`config.mk`:
```
export PLATFORM = sky130hd
export DESIGN_NAME = usr_top
export DESIGN_NICKNAME = d
export VERILOG_FILES = /design/src/hw/usr_pkg.sv /design/src/hw/usr_top.sv
export VERILOG_INCLUDE_DIRS = /design/src /design/src/hw
export SDC_FILE = /design/constraint.sdc
export NUM_CORES = 1
export LEC_CHECK = 0
export BUFFER_PORTS_ARGS = -buffer_cell sky130_fd_sc_hd__buf_2
export CORE_UTILIZATION = 45
export CTS_CLUSTER_SIZE = 28
export DETAILED_ROUTE_END_ITERATION = 12
export PLACE_DENSITY = 0.69
export SLEW_MARGIN = 5
export SYNTH_ARGS = -nofsm -noshare
export SYNTH_HDL_FRONTEND = slang
export SYNTH_SLANG_ARGS = --single-unit
```
`constraint.sdc`:
```
create_clock -name clk -period 2.8 [get_ports clk]
set_clock_uncertainty 0.05 [all_clocks]
set_input_delay 0.56 -clock clk [delete_from_list [all_inputs] [get_ports clk]]
set_output_delay 0.56 -clock clk [all_outputs]
set_load 0.01 [all_outputs]
```
`src/hw/usr_map.svh`:
```
`ifndef USR_MAP_SVH
`define USR_MAP_SVH

// ----------------------------------------
// register byte offsets
// ----------------------------------------
`define USR_A_CFG   12'h000
`define USR_A_CTL   12'h004
`define USR_A_STAT  12'h008
`define USR_A_INTEN 12'h00c
`define USR_A_RXDAT 12'h014
`define USR_A_RXDST 12'h018
`define USR_A_TXDAT 12'h01c
`define USR_A_BRG   12'h020
`define USR_A_OSR   12'h028

// ----------------------------------------
// configuration fields
// ----------------------------------------
`define USR_CFG_EN    0
`define USR_CFG_DLEN  2
`define USR_CFG_PAR   4
`define USR_CFG_STOP2 6
`define USR_CFG_M32K  7
`define USR_CFG_CTSEN 9
`define USR_CFG_SYNC  11
`define USR_CFG_SPOL  12
`define USR_CFG_SMST  14
`define USR_CFG_LOOP  15
`define USR_CFG_OESEL 20
`define USR_CFG_MASK  32'h0010dafd
`define USR_DLEN_8    2'h1
`define USR_DLEN_9    2'h2

// ----------------------------------------
// control fields
// ----------------------------------------
`define USR_CTL_TXBRK 1
`define USR_CTL_ADET  2
`define USR_CTL_TXDIS 6
`define USR_CTL_CC    8
`define USR_CTL_ABAUD 16
`define USR_CTL_MASK  32'h00010146

// ----------------------------------------
// status fields
// ----------------------------------------
`define USR_ST_RXRDY  0
`define USR_ST_RXIDLE 1
`define USR_ST_TXRDY  2
`define USR_ST_TXIDLE 3
`define USR_ST_CTS    4
`define USR_ST_DCTS   5
`define USR_ST_TXDIS  6
`define USR_ST_OVR    8
`define USR_ST_UNR    9
`define USR_ST_RXBRK  10
`define USR_ST_DBRK   11
`define USR_ST_FRM    13
`define USR_ST_PAR    14
`define USR_ST_NOISE  15
`define USR_ST_ABERR  16
`define USR_ST_W1C    32'h0001eb20
`define USR_IEN_MASK  32'h0001eb2f

// ----------------------------------------
// reset values and limits
// ----------------------------------------
`define USR_OSR_RST 4'hf
`define USR_OSR_MIN 4'h4

`endif

```
`src/hw/usr_pkg.sv`:
```
`default_nettype none
package usr_pkg;
	typedef enum logic {TX_IDLE, TX_SEND} usr_tx_st_t;
	typedef enum logic [1:0] {RX_IDLE, RX_BITS, RX_BRK} usr_rx_st_t;
endpackage
`default_nettype wire

```
`src/hw/usr_top.sv`:
```
// Overview of operation
// - seven, eight or nine data bits; one/two stops
// - parity odd, even or none
// - oversampling factor five to sixteen clocks
// - two-of-three vote; noise flag on disagreement
// - one transmit and one receive buffer
// - cts pauses transmit; rts throttles receive
// - cts change flag; transmit disable control
// - ninth bit marks multidrop address characters
// - rs-485 driver enable around own transmissions
// - autobaud measures start bit, loads divider
// - synchronous master/slave, phase, continuous clock
// - send break; detect break and flag changes
// - individually enabled interrupt sources
// - loopback of data and flow control
// - character plus status in one read
// - 32 kHz clocked mode that wakes
// - wake only in sync, 32k, cts-irq
// - separate receive and transmit dma requests
// - baud source is shared fractional divider, or the 32 kHz tick in 32k mode
// - rates up to 4.5/15/18 Mbit/s
`timescale 1ns/1ns
`default_nettype none
`include "usr_map.svh"

module usr_top
	import usr_pkg::*;
#(
	parameter int BRG_W = 16
) (
	// clock and reset
	input  wire logic              clk,
	input  wire logic              reset_n,
	// apb slave
	input  wire logic              psel,
	input  wire logic              penable,
	input  wire logic              pwrite,
	input  wire logic [11:0]       paddr,
	input  wire logic [31:0]       pwdata,
	output logic      [31:0]       prdata,
	output logic                   pready,
	output logic                   pslverr,
	// baud sources
	input  wire logic              frg_tick,
	input  wire logic              rtc_tick,
	// serial line and flow control
	input  wire logic              rxd,
	output logic                   txd,
	input  wire logic              cts_n,
	output logic                   rts_n,
	output logic                   drv_oe,
	// synchronous clock pin
	input  wire logic              sclk_i,
	output logic                   sclk_o,
	output logic                   sclk_oe,
	// dma and events
	output logic                   rx_req,
	output logic                   tx_req,
	output logic                   intr,
	output logic                   wake
);

	// ----------------------------------------
	// parameter check
	// ----------------------------------------
	if (BRG_W < 4 || BRG_W > 16) begin : g_chk
		$error("BRG_W must lie in 4..16");
	end

	// ----------------------------------------
	// registers and state
	// ----------------------------------------
	logic [31:0]      cfg;
	logic [31:0]      ctl;
	logic [31:0]      inten;
	logic [31:0]      stk;
	logic [BRG_W-1:0] brg;
	logic [BRG_W-1:0] bcnt;
	logic [3:0]       osr;
	logic [8:0]       txbuf;
	logic             txrdy;
	logic [8:0]       rxbuf;
	logic [2:0]       rxst;
	logic             rxrdy;
	usr_tx_st_t       tst;
	logic [12:0]      tsh;
	logic [3:0]       tleft;
	logic [3:0]       tos;
	usr_rx_st_t       rst;
	logic [3:0]       ros;
	logic [3:0]       ridx;
	logic [8:0]       rsh;
	logic             rpar;
	logic             rzero;
	logic             nz;
	logic             s1;
	logic             s2;
	logic             sck_q;
	logic             cts_q;
	logic             brk_q;
	logic             ab_on;
	logic [3:0]       ab_sub;
	logic [BRG_W:0]   ab_cnt;

	// ----------------------------------------
	// frame builder
	// ----------------------------------------
	function automatic logic [12:0] usr_frame(input logic [8:0] d,
		input logic [3:0] n, input logic pe, input logic po);
		logic [12:0] f;
		logic        p;
		f = '1;
		f[0] = 1'b0;
		p = po;
		for (int i = 0; i < 9; i++) begin
			if (i < int'(n)) begin
				f[i+1] = d[i];
				p = p ^ d[i];
			end
		end
		if (pe) begin
			f[n+4'h1] = p;
		end
		return f;
	endfunction

	// ----------------------------------------
	// configuration decode
	// ----------------------------------------
	wire       en     = cfg[`USR_CFG_EN];
	wire [1:0] dsel   = cfg[`USR_CFG_DLEN+:2];
	wire       par_en = cfg[`USR_CFG_PAR+1];
	wire       par_od = cfg[`USR_CFG_PAR];
	wire       stop2  = cfg[`USR_CFG_STOP2];
	wire       m32k   = cfg[`USR_CFG_M32K];
	wire       ctsen  = cfg[`USR_CFG_CTSEN];
	wire       sync   = cfg[`USR_CFG_SYNC];
	wire       spol   = cfg[`USR_CFG_SPOL];
	wire       smst   = cfg[`USR_CFG_SMST];
	wire       loop   = cfg[`USR_CFG_LOOP];
	wire       oesel  = cfg[`USR_CFG_OESEL];
	wire       txbrk  = ctl[`USR_CTL_TXBRK];
	wire       adet   = ctl[`USR_CTL_ADET];
	wire       txdis  = ctl[`USR_CTL_TXDIS];
	wire       ccont  = ctl[`USR_CTL_CC];
	wire       abaud  = ctl[`USR_CTL_ABAUD];
	wire [3:0] dlen = (dsel == `USR_DLEN_9) ? 4'h9 :
		(dsel == `USR_DLEN_8) ? 4'h8 : 4'h7;
	wire [3:0] sp   = dlen + {3'h0, par_en} + 4'h1;
	wire [3:0] flen = sp + {3'h0, stop2} + 4'h1;
	wire [3:0] mid  = {1'b0, osr[3:1]};

	// ----------------------------------------
	// apb decode
	// ----------------------------------------
	wire setup  = psel & ~penable;
	wire acc    = psel & penable & pready;
	wire wr     = acc & pwrite;
	wire h_cfg  = paddr == `USR_A_CFG;
	wire h_ctl  = paddr == `USR_A_CTL;
	wire h_stat = paddr == `USR_A_STAT;
	wire h_ien  = paddr == `USR_A_INTEN;
	wire h_rxd  = paddr == `USR_A_RXDAT;
	wire h_rxs  = paddr == `USR_A_RXDST;
	wire h_txd  = paddr == `USR_A_TXDAT;
	wire h_brg  = paddr == `USR_A_BRG;
	wire h_osr  = paddr == `USR_A_OSR;
	wire mapped = h_cfg | h_ctl | h_stat | h_ien | h_rxd | h_rxs
		| h_txd | h_brg | h_osr;
	wire rd_rx  = acc & ~pwrite & (h_rxd | h_rxs);

	// ----------------------------------------
	// baud generation
	// ----------------------------------------
	// shared fractional divider feeds the divider
	// 32 kHz tick replaces it in low-rate mode
	wire src_tick = m32k ? rtc_tick : frg_tick;
	// os_tick may reach clk rate; 125 MHz covers 4.5 Mbit/s x16
	wire os_tick  = src_tick & (bcnt == '0);

	// ----------------------------------------
	// synchronous clock edges
	// ----------------------------------------
	// master uses its own pin, slave the incoming one
	wire sck     = smst ? sclk_o : sclk_i;
	wire rise    = sck & ~sck_q;
	wire fall    = ~sck & sck_q;
	wire samp_e  = spol ? fall : rise;
	wire shift_e = spol ? rise : fall;

	// ----------------------------------------
	// line selection
	// ----------------------------------------
	// loopback returns txd and rts internally
	wire rl      = loop ? txd : rxd;
	wire cts_e_n = loop ? rts_n : cts_n;

	// ----------------------------------------
	// transmitter control
	// ----------------------------------------
	// clear-to-send gates each new character
	wire cts_ok = ~ctsen | ~cts_e_n;
	// software disable holds the next character
	wire tx_go  = (tst == TX_IDLE) & en & ~txrdy & ~txdis & cts_ok;
	wire tx_adv = sync ? shift_e : (os_tick & (tos == osr));
	wire tx_end = (tst == TX_SEND) & tx_adv & (tleft == 4'h0);

	// ----------------------------------------
	// receiver control
	// ----------------------------------------
	wire ab_busy  = abaud | ab_on;
	wire rx_start = en & ~ab_busy & ~rl & (sync ? samp_e : os_tick);
	wire rbit_v   = (rst == RX_BITS) &
		(sync ? samp_e : (os_tick & (ros == mid + 4'h1)));
	// majority of three samples, mismatch is noise
	wire rbit     = sync ? rl : ((s1 & s2) | (s1 & rl) | (s2 & rl));
	wire noise_e  = ~sync & rbit_v & ~((s1 == s2) & (s2 == rl));
	wire rx_done  = rbit_v & (ridx == sp);
	wire frm      = ~rbit;
	wire brk_c    = rzero & ~rbit;
	wire perr     = par_en & (rpar != par_od);
	// address filter on the ninth bit
	wire accept   = rx_done &
		~(adet & (dsel == `USR_DLEN_9) & ~rsh[8]);
	wire ab_fin   = ab_on & rl;

	// ----------------------------------------
	// status and read mux
	// ----------------------------------------
	wire rx_brk = rst == RX_BRK;
	logic [31:0] live;
	logic [31:0] stat_v;
	logic [31:0] setv;
	logic [31:0] rdmux;
	always_comb begin
		live = '0;
		live[`USR_ST_RXRDY]  = rxrdy;
		live[`USR_ST_RXIDLE] = (rst == RX_IDLE) & ~ab_on;
		live[`USR_ST_TXRDY]  = txrdy;
		live[`USR_ST_TXIDLE] = tst == TX_IDLE;
		live[`USR_ST_CTS]    = ~cts_e_n;
		live[`USR_ST_TXDIS]  = txdis & (tst == TX_IDLE);
		live[`USR_ST_RXBRK]  = rx_brk;
		stat_v = live | stk;
		setv = '0;
		// any change of clear-to-send is flagged
		setv[`USR_ST_DCTS]  = cts_e_n != cts_q;
		setv[`USR_ST_OVR]   = accept & rxrdy & ~rd_rx;
		setv[`USR_ST_UNR]   = tx_end & sync & ~smst & ccont & txrdy;
		// break entry and exit both flagged
		setv[`USR_ST_DBRK]  = rx_brk != brk_q;
		setv[`USR_ST_FRM]   = accept & frm;
		setv[`USR_ST_PAR]   = accept & perr;
		setv[`USR_ST_NOISE] = noise_e;
		setv[`USR_ST_ABERR] = ab_fin & (ab_cnt == '0);
	end
	assign rdmux = h_cfg  ? cfg :
		h_ctl  ? ctl :
		h_stat ? stat_v :
		h_ien  ? inten :
		h_rxd  ? {23'h0, rxbuf} :
		// data and its status in one word
		h_rxs  ? {16'h0, rxst, 4'h0, rxbuf} :
		h_brg  ? {{(32-BRG_W){1'b0}}, brg} :
		h_osr  ? {28'h0, osr} : 32'h0;
	// enabled sources combine onto one line
	wire irq = |(stat_v & inten);

	// ----------------------------------------
	// apb slave: no wait states, answered from flops
	// ----------------------------------------
	always_ff @(posedge clk or negedge reset_n) begin
		if (!reset_n) begin
			pready  <= 1'b0;
			pslverr <= 1'b0;
			prdata  <= 32'h0;
		end else begin
			pready  <= setup;
			pslverr <= setup & ~mapped;
			prdata  <= (setup & ~pwrite) ? rdmux : 32'h0;
		end
	end

	// ----------------------------------------
	// software registers
	// ----------------------------------------
	always_ff @(posedge clk or negedge reset_n) begin
		if (!reset_n) begin
			cfg   <= 32'h0;
			ctl   <= 32'h0;
			inten <= 32'h0;
			osr   <= `USR_OSR_RST;
		end else begin
			if (wr & h_cfg)
				cfg <= pwdata & `USR_CFG_MASK;
			if (wr & h_ien)
				inten <= pwdata & `USR_IEN_MASK;
			// factor below five is raised to five
			if (wr & h_osr)
				osr <= (pwdata[3:0] < `USR_OSR_MIN) ? `USR_OSR_MIN : pwdata[3:0];
			if (wr & h_ctl)
				ctl <= pwdata & `USR_CTL_MASK;
			else if (ab_fin)
				ctl[`USR_CTL_ABAUD] <= 1'b0;
		end
	end

	// a new event wins over a write-one-to-clear in the same cycle
	always_ff @(posedge clk or negedge reset_n) begin
		if (!reset_n)
			stk <= 32'h0;
		else
			stk <= (stk & ~((wr & h_stat) ? pwdata & `USR_ST_W1C : 32'h0)) | setv;
	end

	// ----------------------------------------
	// divider and autobaud
	// ----------------------------------------
	always_ff @(posedge clk or negedge reset_n) begin
		if (!reset_n) begin
			brg    <= '0;
			bcnt   <= '0;
			ab_on  <= 1'b0;
			ab_sub <= 4'h0;
			ab_cnt <= '0;
		end else begin
			if (!en)
				bcnt <= '0;
			else if (src_tick)
				bcnt <= (bcnt == '0) ? brg : bcnt - 1'b1;
			if (wr & h_brg)
				brg <= pwdata[BRG_W-1:0];
			// start-bit length in units of osr+1 ticks
			if (en & abaud & ~ab_on & (rst == RX_IDLE) & ~rl) begin
				ab_on  <= 1'b1;
				ab_sub <= 4'h0;
				ab_cnt <= '0;
			end else if (ab_fin) begin
				ab_on <= 1'b0;
				if (ab_cnt != '0)
					brg <= ab_cnt[BRG_W-1:0] - 1'b1;
			end else if (ab_on & src_tick) begin
				ab_sub <= (ab_sub == osr) ? 4'h0 : ab_sub + 4'h1;
				if ((ab_sub == osr) & ~ab_cnt[BRG_W])
					ab_cnt <= ab_cnt + 1'b1;
			end
		end
	end

	// ----------------------------------------
	// transmitter
	// ----------------------------------------
	always_ff @(posedge clk or negedge reset_n) begin
		if (!reset_n) begin
			tst   <= TX_IDLE;
			tsh   <= '1;
			tleft <= 4'h0;
			tos   <= 4'h0;
		end else if (!en) begin
			tst <= TX_IDLE;
		end else begin
			unique case (tst)
				TX_IDLE: if (tx_go) begin
					tsh   <= usr_frame(txbuf, dlen, par_en, par_od);
					tleft <= flen - 4'h1;
					tos   <= 4'h0;
					tst   <= TX_SEND;
				end
				TX_SEND: begin
					if (os_tick)
						tos <= (tos == osr) ? 4'h0 : tos + 4'h1;
					if (tx_adv) begin
						tsh   <= {1'b1, tsh[12:1]};
						tleft <= tleft - 4'h1;
					end
					if (tx_end)
						tst <= TX_IDLE;
				end
			endcase
		end
	end

	// ----------------------------------------
	// receiver
	// ----------------------------------------
	always_ff @(posedge clk or negedge reset_n) begin
		if (!reset_n) begin
			rst   <= RX_IDLE;
			ros   <= 4'h0;
			ridx  <= 4'h0;
			rsh   <= 9'h0;
			rpar  <= 1'b0;
			rzero <= 1'b1;
			nz    <= 1'b0;
			s1    <= 1'b1;
			s2    <= 1'b1;
		end else if (!en) begin
			rst <= RX_IDLE;
		end else begin
			// tick count within one bit period
			// wraps to zero so a bit lasts osr+1 ticks, as on the transmit side
			if (os_tick)
				ros <= (rst == RX_IDLE) ? 4'h1 : (ros == osr) ? 4'h0 : ros + 4'h1;
			if (os_tick & (ros == mid - 4'h1))
				s1 <= rl;
			if (os_tick & (ros == mid))
				s2 <= rl;
			unique case (rst)
				RX_IDLE: if (rx_start) begin
					rst   <= RX_BITS;
					ridx  <= sync ? 4'h1 : 4'h0;
					rsh   <= 9'h0;
					rpar  <= 1'b0;
					rzero <= 1'b1;
					nz    <= 1'b0;
				end
				RX_BITS: if (rbit_v) begin
					ridx <= ridx + 4'h1;
					nz   <= nz | noise_e;
					if (ridx == 4'h0) begin
						if (rbit)
							rst <= RX_IDLE;
					end else if (ridx == sp) begin
						rst <= brk_c ? RX_BRK : RX_IDLE;
					end else begin
						if (ridx <= dlen)
							rsh[ridx-4'h1] <= rbit;
						rpar  <= rpar ^ rbit;
						rzero <= rzero & ~rbit;
					end
				end
				RX_BRK: if (rl)
					rst <= RX_IDLE;
				default: rst <= RX_IDLE;
			endcase
		end
	end

	// ----------------------------------------
	// data buffers
	// ----------------------------------------
	// single-entry buffers; overrun keeps the old character
	always_ff @(posedge clk or negedge reset_n) begin
		if (!reset_n) begin
			txbuf <= 9'h0;
			txrdy <= 1'b1;
			rxbuf <= 9'h0;
			rxst  <= 3'h0;
			rxrdy <= 1'b0;
		end else begin
			if (wr & h_txd) begin
				txbuf <= pwdata[8:0];
				txrdy <= 1'b0;
			end else if (tx_go) begin
				txrdy <= 1'b1;
			end
			if (accept & (~rxrdy | rd_rx)) begin
				rxbuf <= rsh;
				rxst  <= {nz | noise_e, perr, frm};
				rxrdy <= 1'b1;
			end else if (rd_rx) begin
				rxrdy <= 1'b0;
			end
		end
	end

	// ----------------------------------------
	// pins and event outputs
	// ----------------------------------------
	always_ff @(posedge clk or negedge reset_n) begin
		if (!reset_n) begin
			txd     <= 1'b1;
			rts_n   <= 1'b1;
			drv_oe  <= 1'b0;
			sclk_o  <= 1'b0;
			sclk_oe <= 1'b0;
			sck_q   <= 1'b0;
			cts_q   <= 1'b1;
			brk_q   <= 1'b0;
			intr    <= 1'b0;
			wake    <= 1'b0;
		end else begin
			txd    <= ~txbrk & ((tst == TX_SEND) ? tsh[0] : 1'b1);
			// request-to-send only while the buffer has room
			rts_n  <= ~en | rxrdy;
			// driver enable spans load through last stop bit
			drv_oe <= oesel & ((tst == TX_SEND) | tx_go | txbrk);
			// master clock runs per character or continuously
			if (!(en & sync & smst))
				sclk_o <= 1'b0;
			else if (os_tick & ((tst == TX_SEND) | (rst == RX_BITS) | ccont))
				sclk_o <= ~sclk_o;
			sclk_oe <= en & sync & smst;
			sck_q   <= sck;
			cts_q   <= cts_e_n;
			brk_q   <= rx_brk;
			intr    <= irq;
			// deep-sleep wake only in these three cases
			wake    <= irq & (sync | m32k | inten[`USR_ST_DCTS]);
		end
	end

	// dma requests follow the buffer flags
	assign rx_req = rxrdy;
	assign tx_req = txrdy;

endmodule
`default_nettype wire

```
# ---- After elaboration in Yosys (flattened, before gate mapping)
# Cells that the tools add are included.
dict set report classes {
  add_sub_neg 17
  n_lt_le_gt_ge 15
  n_eq_ne 40
  mux 174
  bitwise_logic 131
  n_reduce_logical 28
}
# op n
set ops {}
lappend ops {{$mux 16} 10}
lappend ops {{$mux 32} 4}
lappend ops {{$mux 1} 107}
lappend ops {{$mux 17} 6}
lappend ops {{$and 1x1->1} 69}
lappend ops {{$mux 4} 17}
lappend ops {{$mux 9} 5}
lappend ops {{$mux 13} 3}
lappend ops {{$eq 12x5->1 const B} 3}
lappend ops {{$and 32x17->32} 1}
lappend ops {{$and 32x32->32} 1}
lappend ops {{$not 17->32} 1}
lappend ops {{$or 11x32->32} 1}
lappend ops {{$or 32x17->32} 1}
lappend ops {{$reduce_or 32->1} 1}
lappend ops {{$sub 16x1->16 const B} 2}
lappend ops {{$add 4x1->4 const B} 7}
lappend ops {{$pmux 13 s2} 1}
lappend ops {{$not 1->1} 25}
lappend ops {{$eq 12x4->1 const B} 2}
lappend ops {{$eq 12x6->1 const B} 2}
lappend ops {{$eq 4x4->1} 6}
lappend ops {{$pmux 4 s2} 3}
lappend ops {{$or 1x1->1} 22}
lappend ops {{45 further kinds} 105}
dict set report totals {
  ff_bits 233
  in_bits 54
  output_inout_bits 43
  elab_cells 447
}

# ---- Longest topological paths before layout
# Gate-level depths: netlist (run 1).
dict set report logic_depth {
  ltp_word 52
  mapped_depth 11
  mapped_depth_nobuf 11
}

# ---- Worst setup path after synthesis (run 1)
# Ideal clock, no wire load.
dict set report synth_timing {
  path_kind {reg-to-reg}
  startpoint {register cfg[3]}
  endpoint {register rxbuf[1]}
  setup_ns 0.125
  arrival_time_ns 2.726
  path_slack_ns -0.101
  path_stages_with_launch 12
  period_less_slack_ns 2.901
  path_cell_list {dfrtp_1 -> inv_1 -> ha_1 -> ha_1 -> inv_1 -> ha_1 -> xor2_1 -> or4_1 -> a31oi_1 -> nand3_2 -> buf_6 -> mux2_4}
}
dict set report synth_between {
  elab_chain_cells 9
}
# element line
set synth_lines {}
lappend synth_lines {{start, declared} usr_top.sv:73} ;# logic [31:0] cfg;
lappend synth_lines {{start signal, assigned} usr_top.sv:295} ;# cfg <= pwdata & `USR_CFG_MASK;
lappend synth_lines {{$eq 2x1->1 (no source line)} -}
lappend synth_lines {{$mux 4} usr_top.sv:148} ;# (dsel == `USR_DLEN_8) ? 4'h8 : 4'h7;
lappend synth_lines {{$mux 4} usr_top.sv:147} ;# wire [3:0] dlen = (dsel == `USR_DLEN_9) ? 4'h9 :
lappend synth_lines {{$add 4x1->4 (2 in a row)} usr_top.sv:149} ;# wire [3:0] sp = dlen + {3'h0, par_en} + 4'h1;
lappend synth_lines {{$eq 4x4->1} usr_top.sv:218} ;# wire rx_done = rbit_v & (ridx == sp);
lappend synth_lines {{$and 1x1->1} usr_top.sv:218}
lappend synth_lines {{$and 1x1->1 (*)} usr_top.sv:223} ;# wire accept = rx_done &
lappend synth_lines {{$and 1x1->1 (*)} usr_top.sv:457} ;# if (accept & (~rxrdy | rd_rx)) begin
lappend synth_lines {{end signal, assigned} usr_top.sv:458} ;# rxbuf <= rsh;
lappend synth_lines {{end, declared} usr_top.sv:82} ;# logic [8:0] rxbuf;
# Every way passes the cells marked *; elsewhere a longest branch is shown, timed or not.
# A chain may end at the register's enable or synchronous reset.

# ---- Worst setup path in the final report (run 1)
dict set report layout_timing {
  startpoint {register cfg[2]}
  endpoint {register rxbuf[2]}
}
# The elaborated chain is that of the path after synthesis.

==> impl_results.html, run 1 <==
<table>
<tr><th>Metric</th><th>Value</th></tr>
<tr><th colspan="2">Outcome</th></tr>
<tr><td>Outcome</td><td>finished clean</td></tr>
<tr><th colspan="2">Clock network</th></tr>
<tr><td>Hold_buf cts</td><td>0</td></tr>
<tr><td>H-tree level count</td><td>4</td></tr>
<tr><td>CTS Root Cell</td><td>sky130_fd_sc_hd__clkbuf_16</td></tr>
<tr><td>Clock tree buffer depth</td><td>2</td></tr>
<tr><td>Clock sink count</td><td>~200</td></tr>
<tr><td>Clock slew at reported path FFs</td><td>0.09 ns</td></tr>
<tr><td>TritonCTS clock tree</td><td>yes</td></tr>
<tr><td>Inserted Clock Buffers</td><td>17</td></tr>
<tr><td>Clock insertion delay at the later pin of the skew report</td><td>around 0.46 ns</td></tr>
<tr><th colspan="2">Power and ir drop</th></tr>
<tr><td>Overall Power</td><td>between 5 and 6 mW</td></tr>
<tr><td>Maximum resistive drop on vdd</td><td>slightly above 0.3 mV</td></tr>
<tr><td>Pwr dens</td><td>between 400 and 500 mW/mm²</td></tr>
<tr><td>Static Leak</td><td>about 6 nW</td></tr>
<tr><th colspan="2">Die</th></tr>
<tr><td>Die Wd</td><td>158 µm</td></tr>
<tr><td>Num ports</td><td>between 90 and 100</td></tr>
<tr><td>Initial core utilization</td><td>a little under half</td></tr>
<tr><td>Standard cell core area</td><td>around 0.024 mm²</td></tr>
<tr><td>Total number of placement rows</td><td>56</td></tr>
<tr><td>Area enclosed by the die boundary</td><td>between 0.02 and 0.025 mm²</td></tr>
<tr><td>Overall die height</td><td>roughly 160 µm</td></tr>
<tr><th colspan="2">Placement</th></tr>
<tr><td>Post-DP HPWL</td><td>22.5 mm</td></tr>
<tr><td>Total cell area at the placement stage</td><td>0.0121 mm²</td></tr>
<tr><td>Final weighted congestion in routability-driven placement</td><td>roughly 0.96</td></tr>
<tr><td>I/O Buffers</td><td>a little under 70</td></tr>
<tr><th colspan="2">Layout</th></tr>
<tr><td>Fill cell total of the finished layout</td><td>about 2100</td></tr>
<tr><td>Antenna cells</td><td>0</td></tr>
<tr><td>Most frequent cells in the layout</td><td>sky130_fd_sc_hd__dfrtp_1, sky130_fd_sc_hd__nand2_1, sky130_fd_sc_hd__nor2_1</td></tr>
<tr><td>Area Overhead vs Synth</td><td>17.1%</td></tr>
<tr><td>Cell area after layout</td><td>around 0.013 mm²</td></tr>
<tr><td>Net count of the finished layout</td><td>1332</td></tr>
<tr><td>Most common cell after layout, fill and taps aside</td><td>sky130_fd_sc_hd__dfrtp_1</td></tr>
<tr><td>Proportion of layout cells with a drive suffix above 1</td><td>roughly 24%</td></tr>
<tr><th colspan="2">Drt</th></tr>
<tr><td>Detailed-route wire length per cell</td><td>19.2 µm</td></tr>
<tr><td>First-pass DRT Iterations</td><td>8</td></tr>
<tr><td>Antenna-violating nets left</td><td>0</td></tr>
<tr><td>Via density per instance</td><td>approximately 5.7</td></tr>
<tr><td>Total number of vias</td><td>about 9000</td></tr>
<tr><td>Final wirelength</td><td>between 30 and 40 mm</td></tr>
<tr><td>Iteration-0 DRC count of the detailed router</td><td>723</td></tr>
<tr><td>Drc violations</td><td>0</td></tr>
<tr><th colspan="2">Setup path</th></tr>
<tr><td>Worst Path Required</td><td>approximately 3.1 ns</td></tr>
<tr><td>Number of buffer and inverter stages on the critical path</td><td>3</td></tr>
<tr><td>Cell type of the slowest stage on the worst timing path</td><td>sky130_fd_sc_hd__or4_4</td></tr>
<tr><td>Maximum fanout count along the critical path</td><td>7</td></tr>
<tr><td>Critical path, cell by cell</td><td>buf_6 -&gt; ha_4 -&gt; ha_4 -&gt; inv_4 -&gt; ha_4 -&gt; xor2_2 -&gt; or4_4 -&gt; a31oi_4 -&gt; nand3_2 -&gt; buf_6 -&gt; mux2_4</td></tr>
<tr><td>Most repeated library cell on the critical path</td><td>sky130_fd_sc_hd__ha_4</td></tr>
<tr><td>Data arrival time at the worst-slack endpoint</td><td>a little over 3 ns</td></tr>
<tr><td>Category of the critical setup timing path</td><td>flop to flop</td></tr>
<tr><td>Setup crit end kind</td><td>flop</td></tr>
<tr><td>Crit path largest cell delay</td><td>0.56 ns</td></tr>
<tr><td>Crit path max-delay family</td><td>simple AND/OR/NAND/NOR gates</td></tr>
<tr><td>Type of origin of the critical path</td><td>flop</td></tr>
<tr><th colspan="2">Yosys</th></tr>
<tr><td>Post-synthesis instance area</td><td>between 0.01 and 0.015 mm²</td></tr>
<tr><td>Predominant post-synthesis flop cell</td><td>sky130_fd_sc_hd__dfrtp_1</td></tr>
<tr><td>Post-synthesis share of cell area spent on and, or, nand and nor gates</td><td>18.1%</td></tr>
<tr><td>Parity-gate share of the synthesized area counting xor and xnor cells</td><td>between 5 and 6%</td></tr>
<tr><td>Yosys warnings</td><td>0</td></tr>
<tr><td>Adder-cell share of the synthesized area</td><td>~3.4%</td></tr>
<tr><td>Complex-gate fraction of the synthesized area</td><td>around 14%</td></tr>
<tr><td>Synth Register Bits</td><td>195</td></tr>
<tr><td>Number of synthesized flops with an enable pin</td><td>0</td></tr>
<tr><td>Post-synth ARST share</td><td>100%</td></tr>
<tr><td>Count of different cell masters after synthesis</td><td>83</td></tr>
<tr><td>Largest family of logic cells by synthesized area</td><td>simple AND/OR/NAND/NOR gates</td></tr>
<tr><td>Sequential-to-total area share from yosys stat</td><td>between 40% and 50%</td></tr>
<tr><td>Multiplexer share of the synthesized area</td><td>under 10%</td></tr>
<tr><td>Synthesized area per cell</td><td>around 9.7 µm²</td></tr>
<tr><td>Post-synthesis cell count</td><td>approximately 1100</td></tr>
<tr><th colspan="2">Global routing</th></tr>
<tr><td>Number of global-route vias before repair</td><td>8524</td></tr>
<tr><td>Global-route wire length before repair</td><td>between 40 and 50 mm</td></tr>
<tr><td>Leftover overflow at the end of global routing</td><td>0</td></tr>
<tr><td>Maximum number of pins on one net before global-route repair</td><td>between 60 and 70</td></tr>
<tr><td>Antenna violations before repair</td><td>0</td></tr>
<tr><td>Total global routing track utilization</td><td>between 20% and 30%</td></tr>
<tr><th colspan="2">Hold path</th></tr>
<tr><td>Type of the tightest min-delay check</td><td>input pin to asynchronous set/reset pin</td></tr>
<tr><th colspan="2">STA</th></tr>
<tr><td>Count of endpoints failing setup in the final report</td><td>0</td></tr>
<tr><td>Final Slew Violations</td><td>0</td></tr>
<tr><td>Final hold violations</td><td>0</td></tr>
<tr><td>Timing-limited maximum frequency</td><td>around 360 MHz</td></tr>
<tr><td>Part of the cycle the worst path needs</td><td>99.4%</td></tr>
<tr><td>Transition at the pin with the smallest max-transition slack</td><td>0.605 ns</td></tr>
<tr><td>Unrepaired setup endpoints after global routing</td><td>true</td></tr>
<tr><td>Post-layout minimum cycle time</td><td>2.78 ns</td></tr>
<tr><td>Remaining max-slew budget at the tightest pin</td><td>approximately three fifths</td></tr>
<tr><th colspan="2">Flow run</th></tr>
<tr><td>Max-capacitance violation count</td><td>0</td></tr>
</table>
[synthesized netlist by cell type (all sizes together) (8+ instances only)]
| master | count | share of area [%] |
|---|---|---|
| dfstp | 24 | 5.8 |
| a21oi | 59 | 2.7 |
| nand3b | 8 | 0.55 |
| and3 | 8 | 0.46 |
| ha | 30 | 3.4 |
| a31oi | 14 | 0.80 |
| nor3 | 27 | 1.3 |
| nor2b | 8 | 0.46 |
| o31ai | 8 | 0.59 |
| xnor2 | 25 | 2.0 |
| mux2i | 38 | 3.5 |
| dfrtp | 171 | 39 |
| o22ai | 10 | 0.57 |
| a221oi | 8 | 0.64 |
| inv | 46 | 1.6 |
| nand3 | 39 | 1.9 |
| nand2 | 113 | 3.9 |
| o21ai | 93 | 4.3 |
| or4 | 8 | 0.58 |
| mux2 | 52 | 5.6 |
| xor2 | 35 | 2.8 |
| nand2b | 13 | 0.74 |
| buf | 33 | 1.9 |
| and2 | 8 | 0.46 |
| nor4 | 14 | 1.2 |
| nand4 | 10 | 0.57 |
| clkbuf | 38 | 1.3 |
| nor2 | 98 | 3.4 |
[worst reg2reg max path, stage by stage, from the launching register on]
cell and delay, ns:
sky130_fd_sc_hd__dfrtp_1 0.41, sky130_fd_sc_hd__buf_6 0.13, sky130_fd_sc_hd__ha_4 0.16, sky130_fd_sc_hd__ha_4 0.17, sky130_fd_sc_hd__inv_4 0.05, sky130_fd_sc_hd__ha_4 0.22
sky130_fd_sc_hd__xor2_2 0.16, sky130_fd_sc_hd__or4_4 0.56, sky130_fd_sc_hd__a31oi_4 0.18, sky130_fd_sc_hd__nand3_2 0.11, sky130_fd_sc_hd__buf_6 0.18, sky130_fd_sc_hd__mux2_4 0.30
[flip-flops by register name, summed over array words and instances (netlist names), 12 cells and up]
register and cells:
ab_cnt 17, bcnt 16, brg 16, cfg 13
inten 12, prdata 18, tsh 13
[area by class of cell]
type                            instances  area [µm²]  area share [%]
Sequential cell                       195        4910            38.3
Multi-Input combinational cell        834        5650            44.1
Clock buffer                           17         425            3.32
Timing Repair Buffer                  154        1050            8.18
Clock inverter                         15         204            1.59
Inverter                               46         175            1.37
Tap cell                              319         399            3.12
[path summary, 6_finish.rpt]
path	startpoint	to	slack (ns)	depth (start not counted)
worst max-delay path	cfg[2]$_DFFE_PN0P_	rxbuf[2]$_DFFE_PN0P_	0.02	11
worst min-delay path	reset_n	ab_cnt[11]$_DFFE_PN0P_	0.07	1
worst max register to register	cfg[2]$_DFFE_PN0P_	rxbuf[2]$_DFFE_PN0P_	0.02	11
worst min register to register	tsh[3]$_DFFE_PN1P_	tsh[3]$_DFFE_PN1P_	0.42	2
max in group asynchronous	reset_n	osr[3]$_DFFE_PN1P_	1.84	2
min in group clk	pwdata[20]	cfg[20]$_DFFE_PN0P_	0.29	2
[routing by layer]
layer	vias to the layer above	GRT usage, %	routed length, µm
met5	-	0	0
met1	4344	34.8	13400
li1	4242	-	-
met2	319	39.1	14000
met3	82	4.41	1820
met4	0	11.8	1180
[stage by stage]
stage	utilization (%)	setup WS (ns)	TNS [ns]	instances	hold WS, ns
finish	54.1	0.0160	0	1580	0.0695
global route	54.1	-0.0445	-0.301	1580	0.0990
CTS	53.7	0.0206	0	1575	0.100
detailed placement	51.0	-0.108	-0.821	1543	0.410
global placement	51.0	-0.0406	-0.278	1543	0.403
floorplan	-	0.0175	0	1146	0.214
[cell families after synthesis]
logic type	Yosys count
AOI/OAI and AO/OA	252
xor gates and xnor gates	62
adders and majority gates	30
buffers and inverters	117
DFF	195
muxes	90
other	1
and+or+nand+nor	386
[power by group]
group / switching, mW / total, mW / internal (mW)
registers: 0.00333 / 2.82 / 2.82
clock network: 1.34 / 2.57 / 1.24
logic: 0.167 / 0.229 / 0.0618
[what timing repair did]
| action | CTS | global route |
|---|---|---|
| pin swaps | 1 | 5 |
| gates resized for setup | 6 | 12 |
| endpoints found under the setup margin | 18 | 19 |
| buffers inserted | 0 | 5 |
Power figures use the tool's default switching activity.
==> run 2: changes to the inputs <==
clock period = 2.5 ns   (was 2.8 ns; I/O delays follow)
==> run 2 against run 1 <==
The run now ends with negative setup slack left. Register-to-register slack worse by 0.14 ns. Combinational power is 17% higher. Worst hold slack worse by 0.061 ns. Largest power group unchanged.
==> impl_results.html, run 2 (synthesis results as in run 1) <==
<table>
<tr><th>Metric</th><th>Value</th></tr>
<tr><th colspan="2">Outcome</th></tr>
<tr><td>Outcome</td><td>finished, violations left</td></tr>
<tr><td>Violated checks</td><td>negative setup slack</td></tr>
<tr><th colspan="2">STA</th></tr>
<tr><td>Post-layout minimum cycle time</td><td>about 2.6 ns</td></tr>
<tr><td>Timing-limited maximum frequency</td><td>approximately 380 MHz</td></tr>
<tr><td>Total negative slack</td><td>-2.16 ns</td></tr>
<tr><td>Part of the cycle the worst path needs</td><td>105%</td></tr>
<tr><td>Worst setup margin</td><td>-0.125 ns</td></tr>
<tr><td>Final Slew Violations</td><td>0</td></tr>
<tr><td>Remaining max-slew budget at the tightest pin</td><td>56.3%</td></tr>
<tr><td>Final hold violations</td><td>0</td></tr>
<tr><td>Transition at the pin with the smallest max-transition slack</td><td>0.649 ns</td></tr>
<tr><td>Unrepaired setup endpoints after global routing</td><td>true</td></tr>
<tr><td>Count of endpoints failing setup in the final report</td><td>23</td></tr>
<tr><th colspan="2">Global routing</th></tr>
<tr><td>Total global routing track utilization</td><td>approximately a quarter</td></tr>
<tr><td>Maximum number of pins on one net before global-route repair</td><td>62</td></tr>
<tr><td>Antenna violations before repair</td><td>1</td></tr>
<tr><td>Global-route wire length before repair</td><td>around 48 mm</td></tr>
<tr><td>Leftover overflow at the end of global routing</td><td>0</td></tr>
<tr><td>Number of global-route vias before repair</td><td>8819</td></tr>
<tr><th colspan="2">Power and ir drop</th></tr>
<tr><td>Pwr dens</td><td>roughly 480 mW/mm²</td></tr>
<tr><td>Maximum resistive drop on vdd</td><td>0.363 mV</td></tr>
<tr><td>Static Leak</td><td>6.12 nW</td></tr>
<tr><th colspan="2">Layout</th></tr>
<tr><td>Proportion of layout cells with a drive suffix above 1</td><td>a little over a quarter</td></tr>
<tr><td>Net count of the finished layout</td><td>approximately 1400</td></tr>
<tr><td>Final instance count without filler cells</td><td>about 1600</td></tr>
<tr><td>Most frequent cells in the layout</td><td>sky130_fd_sc_hd__dfrtp_1, sky130_fd_sc_hd__buf_4, sky130_fd_sc_hd__nand2_1</td></tr>
<tr><td>Register name with the most flops</td><td>prdata</td></tr>
<tr><td>Registers with the most flip-flops</td><td>prdata x18, ab_cnt x17</td></tr>
<tr><td>Flip-flop count of the largest register, all copies and words added</td><td>18</td></tr>
<tr><td>Area Overhead vs Synth</td><td>20.1%</td></tr>
<tr><td>Multi-input gate area in the final layout</td><td>around 0.0057 mm²</td></tr>
<tr><td>Antenna cells</td><td>0</td></tr>
<tr><td>Flip-flop and latch area</td><td>about 0.0049 mm²</td></tr>
<tr><td>Fill cell total of the finished layout</td><td>about 2100</td></tr>
<tr><td>Most common cell after layout, fill and taps aside</td><td>sky130_fd_sc_hd__dfrtp_1</td></tr>
<tr><th colspan="2">Setup path</th></tr>
<tr><td>Worst Path Required</td><td>between 2 and 3 ns</td></tr>
<tr><td>Setup crit end kind</td><td>flop</td></tr>
<tr><td>Maximum fanout count along the critical path</td><td>5</td></tr>
<tr><td>Data arrival time at the worst-slack endpoint</td><td>slightly below 3 ns</td></tr>
<tr><td>Category of the critical setup timing path</td><td>flop to flop</td></tr>
<tr><td>Type of origin of the critical path</td><td>flop</td></tr>
<tr><th colspan="2">Hold path</th></tr>
<tr><td>Type of the tightest min-delay check</td><td>input pin to asynchronous set/reset pin</td></tr>
<tr><th colspan="2">Placement</th></tr>
<tr><td>Number of instances in the placed design</td><td>~1600</td></tr>
<tr><td>Post-DP HPWL</td><td>23.1 mm</td></tr>
<tr><td>Final weighted congestion in routability-driven placement</td><td>approximately 0.96</td></tr>
<tr><td>I/O Buffers</td><td>a little under 70</td></tr>
<tr><th colspan="2">Die</th></tr>
<tr><td>Standard cell core area</td><td>~0.024 mm²</td></tr>
<tr><td>Num ports</td><td>97</td></tr>
<tr><td>Overall die height</td><td>around 160 µm</td></tr>
<tr><td>Total number of placement rows</td><td>56</td></tr>
<tr><td>Initial core utilization</td><td>a little under half</td></tr>
<tr><td>Die Wd</td><td>~160 µm</td></tr>
<tr><td>Area enclosed by the die boundary</td><td>0.0249 mm²</td></tr>
<tr><th colspan="2">Clock network</th></tr>
<tr><td>Hold_buf cts</td><td>0</td></tr>
<tr><td>Clock slew at reported path FFs</td><td>~0.080 ns</td></tr>
<tr><td>H-tree level count</td><td>4</td></tr>
<tr><td>Clock insertion delay at the later pin of the skew report</td><td>around 0.45 ns</td></tr>
<tr><td>Clock tree buffer depth</td><td>2</td></tr>
<tr><td>TritonCTS clock tree</td><td>yes</td></tr>
<tr><td>Inserted Clock Buffers</td><td>17</td></tr>
<tr><td>CTS Root Cell</td><td>sky130_fd_sc_hd__clkbuf_16</td></tr>
<tr><td>Clock sink count</td><td>between 150 and 200</td></tr>
<tr><th colspan="2">Drt</th></tr>
<tr><td>Total number of vias</td><td>9192</td></tr>
<tr><td>Antenna-violating nets left</td><td>0</td></tr>
<tr><td>Iteration-0 DRC count of the detailed router</td><td>around 680</td></tr>
<tr><td>Detailed-route wire length per cell</td><td>approximately 19 µm</td></tr>
<tr><td>Via density per instance</td><td>~5.7</td></tr>
<tr><td>First-pass DRT Iterations</td><td>8</td></tr>
<tr><td>Final wirelength</td><td>~30 mm</td></tr>
<tr><td>Drc violations</td><td>0</td></tr>
<tr><th colspan="2">Flow run</th></tr>
<tr><td>Max-capacitance violation count</td><td>0</td></tr>
</table>
==> run 2: per-stage QoR <==
step	power, mW	instance area (µm²)	util [%]	setup WS, ns	hold slack, ns
after CTS	6.33	13100	55.2	-0.108	0.0249
after floorplan	3.32	11100	-	-0.0877	0.154
after detailed placement	3.49	12400	52.4	-0.0979	0.409
after global placement	3.49	12400	52.4	-0.0534	0.407
after global routing	6.48	13100	55.5	-0.224	0.0320
final	6.29	13100	55.5	-0.125	0.00822
==> run 2: metal layers <==
layer,wire length (µm),GRT usage [%]
met1,13500,35.2
met2,14000,39.9
met3,2000,4.46
met4,1230,11.0
met5,0,0
==> run 2: path summary, 6_finish.rpt <==
| check | startpoint | to | slack, ns | cells after the start |
|---|---|---|---|---|
| worst max-delay path | cfg[3]$_DFFE_PN0P_ | rxbuf[4]$_DFFE_PN0P_ | -0.13 | 10 |
| worst min register to register | tsh[3]$_DFFE_PN1P_ | tsh[3]$_DFFE_PN1P_ | 0.42 | 2 |
| worst max register to register | cfg[3]$_DFFE_PN0P_ | rxbuf[4]$_DFFE_PN0P_ | -0.13 | 10 |
| worst min-delay path | reset_n | ab_on$_DFFE_PN0P_ | 0.008 | 1 |
| max in group asynchronous | reset_n | osr[2]$_DFFE_PN1P_ | 1.67 | 2 |
| min in group clk | pwdata[20] | cfg[20]$_DFFE_PN0P_ | 0.22 | 2 |
==> run 2: layout make-up <==
class / instances / area share (%)
well taps: 319 / 3.04
clock buffers: 17 / 3.24
multi-input cells: 835 / 43.6
repair buffers: 186 / 9.87
flip-flops and latches: 195 / 37.4
clock inverters: 15 / 1.51
inverters: 46 / 1.35
==> run 2: timing repair <==
action / in CTS / in global routing
pin swaps: 5 / 6
setup endpoints to repair: 23 / 51
cloned: 1 / 0
buffers inserted: 1 / 3
resized for setup: 7 / 15
==> run 2: critical path, cell delays in order, from the launching register on <==
cell and delay, ns:
sky130_fd_sc_hd__dfrtp_1 0.42, sky130_fd_sc_hd__inv_2 0.06, sky130_fd_sc_hd__ha_4 0.17, sky130_fd_sc_hd__ha_4 0.16, sky130_fd_sc_hd__inv_4 0.06, sky130_fd_sc_hd__ha_4 0.20, sky130_fd_sc_hd__xor2_2 0.18, sky130_fd_sc_hd__or4_4 0.45
sky130_fd_sc_hd__a31oi_4 0.27, sky130_fd_sc_hd__nand3_4 0.17, sky130_fd_sc_hd__mux2_4 0.32
==> run 2: report_power, final <==
part	switching [mW]	internal, mW
logic	0.189	0.0794
registers	0.00366	3.16
clock network	1.47	1.39
